## config.mk

```make
export PLATFORM = sky130hd
export DESIGN_NAME = sac_adc_ctrl
export DESIGN_NICKNAME = d
export VERILOG_FILES = /design/src/sac_pkg.sv /design/src/sac_adc_ctrl.sv /design/src/sac_sar_tick.sv
export SDC_FILE = /design/constraint.sdc
export NUM_CORES = 1
export LEC_CHECK = 0
export BUFFER_PORTS_ARGS = -buffer_cell sky130_fd_sc_hd__buf_2
export CORE_UTILIZATION = 52
export CTS_CLUSTER_DIAMETER = 40
export DETAILED_ROUTE_END_ITERATION = 7
export PLACE_DENSITY_LB_ADDON = 0.25
export SLEW_MARGIN = 0
export SYNTH_ARGS = -nofsm -noshare
export SYNTH_HDL_FRONTEND = slang
export SYNTH_SLANG_ARGS = --single-unit
```

## constraint.sdc

```tcl
create_clock -name clk -period 3.8 [get_ports clk]
set_clock_uncertainty 0.15 [all_clocks]
set_input_delay 1.14 -clock clk [delete_from_list [all_inputs] [get_ports clk]]
set_output_delay 1.14 -clock clk [all_outputs]
set_load 0.1 [all_outputs]
```

## src/sac_pkg.sv

```systemverilog
// Package for the SAR converter control unit: addresses, fields, timing and types
package sac_pkg;

   // ------------------------------------------------------------------
   // Control register location and layout
   // ------------------------------------------------------------------
   localparam logic [7:0] SAC_CTRL_ADDR  = 8'he8;  // Special-function address
   localparam logic [3:0] SAC_CTRL_PAGE  = 4'h0;   // Special-function page
   localparam logic [7:0] SAC_CTRL_RESET = 8'h00;  // Every bit clears on reset
   localparam int         SAC_BIT_EN     = 7;      // Converter enable
   localparam int         SAC_BIT_BURST  = 6;      // Burst enable
   localparam int         SAC_BIT_DONE   = 5;      // Conversion-done flag
   localparam int         SAC_BIT_BUSY   = 4;      // Busy / start bit
   localparam int         SAC_BIT_WIN    = 3;      // Window-hit flag
   localparam int         SAC_CM_MSB     = 2;      // Start-source field top bit

   // Start-source codes (any code with the top bit set means the pin)
   localparam logic [2:0] SAC_CM_SW      = 3'h0;
   localparam logic [2:0] SAC_CM_TMR0    = 3'h1;
   localparam logic [2:0] SAC_CM_TMR2    = 3'h2;
   localparam logic [2:0] SAC_CM_TMR3    = 3'h3;

   // ------------------------------------------------------------------
   // Timing
   // ------------------------------------------------------------------
   localparam int         SAC_CLK_PERIOD_NS = 8;     // 125 MHz system clock
   localparam int         SAC_TRACK_NS      = 1500;  // 1.5 us least tracking
   localparam int         SAC_TRACK12_NS    = 4800;  // 4.8 us least tracking, 12-bit
   localparam int         SAC_TRACK_CYC     =
      (SAC_TRACK_NS + SAC_CLK_PERIOD_NS - 1) / SAC_CLK_PERIOD_NS;
   localparam int         SAC_TRACK12_CYC   =
      (SAC_TRACK12_NS + SAC_CLK_PERIOD_NS - 1) / SAC_CLK_PERIOD_NS;
   localparam logic [5:0] SAC_SAR_CLKS_8    = 6'h0b;  // 11 SAR clocks
   localparam logic [5:0] SAC_SAR_CLKS_10   = 6'h0d;  // 13 SAR clocks
   localparam logic [5:0] SAC_SAR_CLKS_12   = 6'h34;  // 52 SAR clocks (4 x 13)

   // ------------------------------------------------------------------
   // Types
   // ------------------------------------------------------------------
   typedef enum logic [1:0] {
      SAC_RES_10 = 2'h0,
      SAC_RES_8  = 2'h1,
      SAC_RES_12 = 2'h2
   } sac_res_t;

   typedef enum logic [3:0] {
      SAC_IDLE  = 4'h1,
      SAC_PWRUP = 4'h2,
      SAC_TRACK = 4'h4,
      SAC_CONV  = 4'h8
   } sac_state_t;

   // Stored control fields (busy is never stored; it reads the sequencer)
   typedef struct packed {
      logic       en;
      logic       burst;
      logic       done;
      logic       win;
      logic [2:0] cm;
   } sac_ctrl_t;

   // Configuration held by the neighbouring configuration registers
   typedef struct packed {
      sac_res_t   res;        // Resolution mode
      logic [6:0] repeat_cnt; // Conversions per result, zero counts as one
      logic [4:0] sar_div;    // SAR clock = clk / (sar_div + 1)
      logic [9:0] pwrup_cyc;  // Power-up wait in system clocks
   } sac_cfg_t;

endpackage : sac_pkg

```

## src/sac_adc_ctrl.sv

```systemverilog
// SAR converter control unit: control register, start select, sequencer, flags
//
// Contract
// RULE1: Power bit 7 set selects low power
// RULE2: Software picks low power at 4 MHz
// RULE3: Conversion takes 11, 13 or 52 SAR clocks
// RULE4: Tracking lasts 1.5 us, or 4.8 us
// RULE5: Software keeps SAR clock under mode maxima
// RULE6: Enable bit 0 shuts converter down
// RULE7: Control bit 6 turns burst mode on
// RULE8: Done flag set at end, software clears
// RULE9: Busy write starts only with source 000
// RULE10: Window flag set when result inside window
// RULE11: Source field picks software, timers or pin
// RULE12: Control at 0xE8 page 0, bit-addressable, resets zero
// RULE13: Burst runs repeat count conversions per start
// RULE14: Burst powers down when enable is 0
// RULE15: Flags only after full repeat count
// RULE16: Burst starts no faster than four clocks
// RULE17: Busy write 0 and unselected starts ignored
`timescale 1ns/100ps
module sac_adc_ctrl
   import sac_pkg::*;
(
   input  wire logic        clk,
   input  wire logic        rstn,
   input  wire logic [3:0]  sfr_page,               // Byte access page
   input  wire logic [7:0]  sfr_addr,               // Byte access address
   input  wire logic        sfr_wr,                 // Byte write strobe
   input  wire logic [7:0]  sfr_wdata,              // Byte write data
   input  wire logic        bit_wr,                 // Bit write strobe
   input  wire logic [7:0]  bit_addr,               // Bit address
   input  wire logic        bit_wdata,              // Bit write value
   input  wire logic        low_power_select,       // Power register bit 7
   input  wire sac_cfg_t    cfg,                    // Neighbouring config fields
   input  wire logic        timer0_ovf,             // Timer 0 overflow pulse
   input  wire logic        timer2_ovf,             // Timer 2 overflow pulse
   input  wire logic        timer3_ovf,             // Timer 3 overflow pulse
   input  wire logic        external_start_pin,     // Asynchronous start pin
   input  wire logic [15:0] result,                 // Accumulated result pair
   input  wire logic [15:0] greater_threshold,      // Lower window bound pair
   input  wire logic [15:0] less_threshold,         // Upper window bound pair
   output logic [7:0]       adc_control,            // Control register readback
   output logic             analog_on,              // Converter powered
   output logic             low_power_mode,         // Reduced bias currents
   output logic             tracking,               // Sampling capacitor tracking
   output logic             converting,             // SAR steps running
   output logic             conv_end                // One pulse per conversion
);

   // ------------------------------------------------------------------
   // Register access decode
   // ------------------------------------------------------------------
   // A bit write touches only one control bit when the bit address falls in
   // the control byte; the upper five bit-address bits name the byte.
   function automatic logic bit_hit(input logic [7:0] ba, input int idx);
      bit_hit = (ba[7:3] == SAC_CTRL_ADDR[7:3]) && (ba[2:0] == 3'(idx));
   endfunction : bit_hit

   logic byte_wr;    // Whole-byte write to the control register
   logic busy_wr1;   // Busy bit written with 1
   assign byte_wr  = sfr_wr && (sfr_addr == SAC_CTRL_ADDR)
                     && (sfr_page == SAC_CTRL_PAGE);           // [RULE12]
   assign busy_wr1 = (byte_wr && sfr_wdata[SAC_BIT_BUSY])
                     || (bit_wr && bit_hit(bit_addr, SAC_BIT_BUSY) && bit_wdata); // [RULE17]

   // ------------------------------------------------------------------
   // Pin synchroniser and rising-edge detect
   // ------------------------------------------------------------------
   logic pin_s1_reg;   // First stage, read by second stage only
   logic pin_s2_reg;   // Second stage
   logic pin_s3_reg;   // Edge history
   always_ff @(posedge clk or negedge rstn) begin
      if (!rstn) begin
         pin_s1_reg <= 1'b0;
         pin_s2_reg <= 1'b0;
         pin_s3_reg <= 1'b0;
      end else begin
         pin_s1_reg <= external_start_pin;
         pin_s2_reg <= pin_s1_reg;
         pin_s3_reg <= pin_s2_reg;
      end
   end

   // ------------------------------------------------------------------
   // Start source selection
   // ------------------------------------------------------------------
   sac_ctrl_t ctrl_reg;    // Stored control fields
   sac_ctrl_t ctrl_next;
   logic      start_evt;   // Start from the selected source only

   always_comb begin
      if (ctrl_reg.cm[SAC_CM_MSB]) begin
         start_evt = pin_s2_reg && !pin_s3_reg;                // [RULE11]
      end else begin
         case (ctrl_reg.cm)
            SAC_CM_SW:   start_evt = busy_wr1;                 // [RULE9]
            SAC_CM_TMR0: start_evt = timer0_ovf;               // [RULE11]
            SAC_CM_TMR2: start_evt = timer2_ovf;
            SAC_CM_TMR3: start_evt = timer3_ovf;
            default:     start_evt = 1'b0;                     // [RULE17]
         endcase
      end
   end

   // ------------------------------------------------------------------
   // Sequencer
   // ------------------------------------------------------------------
   sac_state_t state_reg;     // Sequencer state
   sac_state_t state_next;
   logic [9:0] cnt_reg;       // Clock or SAR-clock countdown
   logic [9:0] cnt_next;
   logic [6:0] rep_reg;       // Conversions accumulated so far
   logic [6:0] rep_next;
   logic       end_next;      // Conversion ends this cycle
   logic       finish;        // Full repeat count reached
   logic       sar_tick;      // SAR clock enable
   logic [6:0] rep_target;    // Repeat count, zero read as one
   logic [9:0] track_cyc;     // Tracking length for this resolution
   logic [9:0] conv_clks;     // SAR clocks for this resolution

   assign rep_target = (cfg.repeat_cnt == 7'h00) ? 7'h01 : cfg.repeat_cnt;
   // 12-bit needs the longer tracking window for its four sub-conversions
   assign track_cyc  = (cfg.res == SAC_RES_12) ? 10'(SAC_TRACK12_CYC)
                                               : 10'(SAC_TRACK_CYC);   // [RULE4]
   assign conv_clks  = (cfg.res == SAC_RES_12) ? {4'h0, SAC_SAR_CLKS_12} :
                       (cfg.res == SAC_RES_8)  ? {4'h0, SAC_SAR_CLKS_8}  :
                                                 {4'h0, SAC_SAR_CLKS_10}; // [RULE3]

   always_comb begin
      state_next = state_reg;
      cnt_next   = cnt_reg;
      rep_next   = rep_reg;
      end_next   = 1'b0;
      finish     = 1'b0;
      case (state_reg)
         SAC_IDLE: begin
            // Outside burst a shut-down converter takes no start
            if (start_evt && (ctrl_reg.en || ctrl_reg.burst)) begin   // [RULE6]
               if (ctrl_reg.burst && !ctrl_reg.en) begin
                  state_next = SAC_PWRUP;                         // [RULE14]
                  cnt_next   = cfg.pwrup_cyc;
               end else begin
                  state_next = SAC_TRACK;
                  cnt_next   = track_cyc - 10'h001;
               end
            end
         end
         SAC_PWRUP: begin
            // Wait the programmed power-up time before tracking
            if (cnt_reg == 10'h000) begin
               state_next = SAC_TRACK;                            // [RULE14]
               cnt_next   = track_cyc - 10'h001;
            end else begin
               cnt_next = cnt_reg - 10'h001;
            end
         end
         SAC_TRACK: begin
            if (cnt_reg == 10'h000) begin
               state_next = SAC_CONV;
               cnt_next   = conv_clks - 10'h001;                 // [RULE3]
            end else begin
               cnt_next = cnt_reg - 10'h001;
            end
         end
         SAC_CONV: begin
            if (sar_tick) begin
               if (cnt_reg == 10'h000) begin
                  end_next = 1'b1;
                  if (rep_reg + 7'h01 >= rep_target) begin
                     finish     = 1'b1;                           // [RULE15]
                     rep_next   = 7'h00;
                     state_next = SAC_IDLE;
                  end else begin
                     rep_next   = rep_reg + 7'h01;
                     // Burst runs back to back; otherwise wait for next start
                     state_next = ctrl_reg.burst ? SAC_TRACK : SAC_IDLE; // [RULE13]
                     cnt_next   = track_cyc - 10'h001;
                  end
               end else begin
                  cnt_next = cnt_reg - 10'h001;
               end
            end
         end
         default: begin
            state_next = SAC_IDLE;
            cnt_next   = '0;
            rep_next   = '0;
         end
      endcase
   end

   sac_sar_tick #(
      .DIV_W (5)
   ) u_tick (
      .clk  (clk),
      .rstn (rstn),
      .run  (state_reg == SAC_CONV),
      .div  (cfg.sar_div),
      .tick (sar_tick)
   );

   // ------------------------------------------------------------------
   // Control register and flags
   // ------------------------------------------------------------------
   logic in_window;   // Result strictly between the two bounds
   assign in_window = (result > greater_threshold) && (result < less_threshold);

   // Hardware set beats a software clear arriving in the same cycle
   always_comb begin
      ctrl_next = ctrl_reg;
      if (byte_wr) begin
         ctrl_next.en    = sfr_wdata[SAC_BIT_EN];                 // [RULE6]
         ctrl_next.burst = sfr_wdata[SAC_BIT_BURST];              // [RULE7]
         ctrl_next.done  = sfr_wdata[SAC_BIT_DONE];
         ctrl_next.win   = sfr_wdata[SAC_BIT_WIN];
         ctrl_next.cm    = sfr_wdata[SAC_CM_MSB:0];
      end else if (bit_wr) begin
         if (bit_hit(bit_addr, SAC_BIT_EN))    ctrl_next.en    = bit_wdata;
         if (bit_hit(bit_addr, SAC_BIT_BURST)) ctrl_next.burst = bit_wdata;
         if (bit_hit(bit_addr, SAC_BIT_DONE))  ctrl_next.done  = bit_wdata;
         if (bit_hit(bit_addr, SAC_BIT_WIN))   ctrl_next.win   = bit_wdata;
         if (bit_hit(bit_addr, 2)) ctrl_next.cm[2] = bit_wdata;
         if (bit_hit(bit_addr, 1)) ctrl_next.cm[1] = bit_wdata;
         if (bit_hit(bit_addr, 0)) ctrl_next.cm[0] = bit_wdata;
      end
      if (finish) begin
         ctrl_next.done = 1'b1;                                   // [RULE8]
         if (in_window) begin
            ctrl_next.win = 1'b1;                                 // [RULE10]
         end
      end
   end

   // ------------------------------------------------------------------
   // Output registers
   // ------------------------------------------------------------------
   logic [7:0] rd_next;    // Readback image, busy shows the sequencer
   logic       on_next;    // Power request for the analog core
   assign rd_next = {ctrl_next.en, ctrl_next.burst, ctrl_next.done,
                     (state_next != SAC_IDLE), ctrl_next.win, ctrl_next.cm};
   assign on_next = ctrl_next.en || (state_next != SAC_IDLE);     // [RULE6]

   logic [7:0] rd_reg;
   logic       on_reg;
   logic       lpm_reg;
   logic       end_reg;

   always_ff @(posedge clk or negedge rstn) begin
      if (!rstn) begin
         ctrl_reg  <= sac_ctrl_t'(7'h00);                         // [RULE12]
         rd_reg    <= SAC_CTRL_RESET;
         state_reg <= SAC_IDLE;
         cnt_reg   <= '0;
         rep_reg   <= '0;
         on_reg    <= 1'b0;
         lpm_reg   <= 1'b0;
         end_reg   <= 1'b0;
      end else begin
         ctrl_reg  <= ctrl_next;
         rd_reg    <= rd_next;
         state_reg <= state_next;
         cnt_reg   <= cnt_next;
         rep_reg   <= rep_next;
         on_reg    <= on_next;
         lpm_reg   <= low_power_select;                           // [RULE1]
         end_reg   <= end_next;
      end
   end

   assign adc_control    = rd_reg;
   assign analog_on      = on_reg;
   assign low_power_mode = lpm_reg;
   assign tracking       = (state_reg == SAC_TRACK);
   assign converting     = (state_reg == SAC_CONV);
   assign conv_end       = end_reg;

   // ------------------------------------------------------------------
   // Checks
   // ------------------------------------------------------------------
   logic [9:0] trk_len_reg;   // Tracking cycles so far
   logic [6:0] tk_len_reg;    // SAR ticks in this conversion
   always_ff @(posedge clk or negedge rstn) begin
      if (!rstn) begin
         trk_len_reg <= '0;
         tk_len_reg  <= '0;
      end else begin
         trk_len_reg <= tracking ? trk_len_reg + 10'h001 : 10'h000;
         tk_len_reg  <= !converting ? 7'h00 : tk_len_reg + 7'(sar_tick);
      end
   end
endmodule : sac_adc_ctrl

```

## src/sac_sar_tick.sv

```systemverilog
// SAR conversion clock enable divider
`timescale 1ns/100ps
module sac_sar_tick
   import sac_pkg::*;
#(
   parameter int DIV_W = 5
) (
   input  wire logic             clk,
   input  wire logic             rstn,
   input  wire logic             run,   // Divider counts only while converting
   input  wire logic [DIV_W-1:0] div,   // Divide by div + 1
   output logic                  tick   // One-cycle SAR clock enable
);

   // ------------------------------------------------------------------
   // Divider state
   // ------------------------------------------------------------------
   logic [DIV_W-1:0] cnt_reg;   // Cycles since last tick
   logic [DIV_W-1:0] cnt_next;
   logic             tick_reg;  // Registered enable
   logic             tick_next;

   // Restart from zero each conversion so every conversion sees full periods
   always_comb begin
      cnt_next  = '0;
      tick_next = 1'b0;
      if (run) begin
         if (cnt_reg >= div) begin
            tick_next = 1'b1;
         end else begin
            cnt_next = cnt_reg + 1'b1;
         end
      end
   end

   // Register only
   always_ff @(posedge clk or negedge rstn) begin
      if (!rstn) begin
         cnt_reg  <= '0;
         tick_reg <= 1'b0;
      end else begin
         cnt_reg  <= cnt_next;
         tick_reg <= tick_next;
      end
   end

   assign tick = tick_reg;

endmodule : sac_sar_tick

```

==> key figures <==
Worst setup path
  • Crit-path max FO: 10
  • Required @ worst endpoint: 3.83 ns
  • Crit-path max cell delay: 0.45 ns
  • CP Class: flop to flop
  • Worst setup EP type: flop
  • Critical path, cell by cell: ha_1 -> nand2_1 -> nor2_1 -> xor2_1 -> ha_1 -> and3_1 -> a221o_1 -> a31oi_1 -> a2bb2oi_1 -> o21ai_4 -> mux2_2
  • Most Frequent Cell on Critical Path: ha_1
  • CP max stage cell: dfrtp_1
  • Data arrival time of the worst path: 3.45 ns
  • Top delay family on crit path: compound AO/OA/AOI/OAI gates
  • CP bufs+invs: 0
  • Setup crit start kind: flop

Clock tree
  • Worst-skew pair later-pin latency: 0.29 ns
  • CTS tree: done
  • Clock Tree Buf Depth: 2
  • Clock Sinks: 41
  • Cts repair resizes: 0
  • CTS clk-pin slew, worst paths: 0.08 ns
  • CTS hold repair buffers: 0
  • Root buffer cell: clkbuf_8
  • Post-CTS Setup Inserts: 0
  • CTS H-tree lvls: 2
  • Num CTS Buffers: 5

Die
  • Core area: 0.00676 sq mm
  • Starting density of the core: 53.5%
  • # IOs: 123
  • Die width: 85.4 um
  • Die ar.: 0.00729 sq mm
  • Row count: 30
  • Die Ht: 85.4 um

Place
  • Worst slack, placed: 0.141 ns
  • Gpl congestion: 0.927
  • Number of port buffers: 122
  • Post-DP HPWL: 7200 um

Route
  • Residual DRC: 0
  • ANT nets after route: 0
  • Drt pass-1 iters: 4
  • Vias/cell: 5.68
  • Post-Route WL: 8670 um
  • Max layer used: met4
  • M1 WL: 3860 um
  • Routed WL per cell: 13.8 um
  • DRT iter0 DRCs: 243
  • Vias: 3,565
  • Routed met2 length: 4230 um
  • Met3 wire len: 479 um

Logic synthesis
  • Share of the synthesized area in the top cell type: 27.7%
  • Synth cell types: 62
  • Yosys top cell by area: dfrtp_1
  • Primary FF master, synth: dfrtp_1
  • Cell count after synthesis: 424
  • YS warnings: 0
  • Count leader, synth: inv_1
  • Post-synth EDFFs: 0
  • Syn_area_per_cell: 8.53 sq um
  • Area contributors post-synth: dfrtp_1, ha_1, inv_1
  • Synth cell count leaders: inv_1, ha_1, dfrtp_1
  • Sequential-to-total area share from yosys stat: 28.4%
  • Async SR Flop Fraction: 100%
  • Yosys reg bits: 41
  • Mapped Area: 0.00361 sq mm
  • Syn Nets: 582

Timing
  • WHS: 0.210 ns
  • Worst-Margin Slew: 0.907 ns
  • Final Hold Violating Endpoints: 0
  • Period Utilization, post-route: 89.9%
  • Final Slew Violations: 0
  • Fmax achieved: 293 MHz
  • Setup WS post-layout: 0.382 ns
  • Final setup vio count: 0
  • Setup_tns: 0 ns
  • Period minus WS final: 3.42 ns
  • RSZ-0062 raised after global routing: no
  • Slew HR: 39.5%

GRT
  • Largest net degree at the start of global routing: 42
  • First-pass GRT wire length: 15,100 um
  • Global route total overflow: 0
  • Vias in the first global route: 3,432
  • Antenna violations before repair: 0
  • Gr usage total: 25.6%

Finish
  • Final net count: 705
  • ANT cells: 0
  • Largest register FFs: 10
  • Share of cells above drive strength 1: 26.6%
  • Synth-to-Final Area Change: 21.7%

Power
  • Total Power: 1.37 mW
  • Internal Power: 0.849 mW
  • Combinational Power Share: 38.9%
  • Cell Pwr Density: 310 mW/mm^2
  • Clock share of power: 21.3%
  • Sw Share: 37.8%
  • Sequential share of power: 39.8%
  • Max VDD drop: 0.146 mV
  • Sw Pwr: 0.516 mW
  • Leakage: 2.37 nW

Outcome
  • Status: finished, final reports clean

Job
  • # Max-Cap Violations: 0

Min path
  • Worst hold path class: flop to flop
[layer usage]
metal / global-route usage, % / vias to the layer above
met5: 0 / -
met1: 31.8 / 1649
met2: 45.2 / 118
met3: 4.77 / 14
li1: - / 1784
met4: 7.58 / 0
[cells in the final DEF (no fill, tap or decap), drive strengths merged, types with 3 or more instances in the layout]
| master | count |
|---|---|
| nand4 | 10 |
| xor2 | 7 |
| a22o | 7 |
| a21oi | 27 |
| ha | 48 |
| mux2i | 4 |
| o2bb2ai | 3 |
| o21ai | 26 |
| nor2 | 36 |
| mux2 | 8 |
| dfrtp | 40 |
| o22ai | 4 |
| a211oi | 3 |
| a211o | 3 |
| xnor2 | 4 |
| a21o | 12 |
| inv | 57 |
| nor4b | 4 |
| o311ai | 3 |
| and2 | 3 |
| nand2b | 11 |
| nor3b | 3 |
| nor3 | 10 |
| o221ai | 3 |
| clkbuf | 8 |
| nor2b | 7 |
| nand3 | 9 |
| o21a | 3 |
| a31oi | 3 |
| nand2 | 22 |
| buf | 124 |
| o211ai | 5 |
[area by class of cell]
cell class	count	area, sq um
Inverter	57	214
Multi-Input combinational cell	318	2340
Tap cell	80	100
Fill cell	619	2360
Clock buffer	8	90.1
Sequential cell	41	1030
Timing Repair Buffer	124	626
[through the flow]
stage               cells  instance area [sq um]  util [%]
global placement      620                   4310      63.8
detailed placement    620                   4310      63.8
global route          628                   4400      65.1
floorplan             424                   3620         -
CTS                   628                   4400      65.1
finish                628                   4400      65.1
[cells by family (layout without fill, tap and decap cells)]
group	Yosys count	in the layout	share of synthesized area, %
simple gates	128	128	19.3
compound gates	119	119	22.4
buf+inv	65	189	6.99
fa+ha+maj	48	48	16.6
flops	41	41	28.4
mux	12	12	3.60
xor+xnor	11	11	2.67
[power groups by stage]
stage	Combinational, mW	Clock [mW]	Sequential [mW]
floorplan	0.354	0	0.575
global placement	0.516	0	0.548
detailed placement	0.527	0	0.550
global route	0.596	0.323	0.553
finish	0.531	0.291	0.544
CTS	0.531	0.302	0.541
[path summary, 6_finish.rpt]
check	startpoint	to	slack, ns	depth (start not counted)
max	rep_reg[0]$_DFFE_PN0P_	cnt_reg[7]$_DFFE_PN0P_	0.38	11
min	pin_s1_reg$_DFF_PN0_	pin_s2_reg$_DFF_PN0_	0.21	0
max reg2reg	rep_reg[0]$_DFFE_PN0P_	cnt_reg[7]$_DFFE_PN0P_	0.38	11
min reg2reg	pin_s1_reg$_DFF_PN0_	pin_s2_reg$_DFF_PN0_	0.21	0
max in group asynchronous	rstn	cnt_reg[0]$_DFFE_PN0P_	2.11	1
min in group asynchronous	rstn	u_tick.cnt_reg[2]$_DFF_PN0_	0.83	1
(Power assumes the default switching activity.)
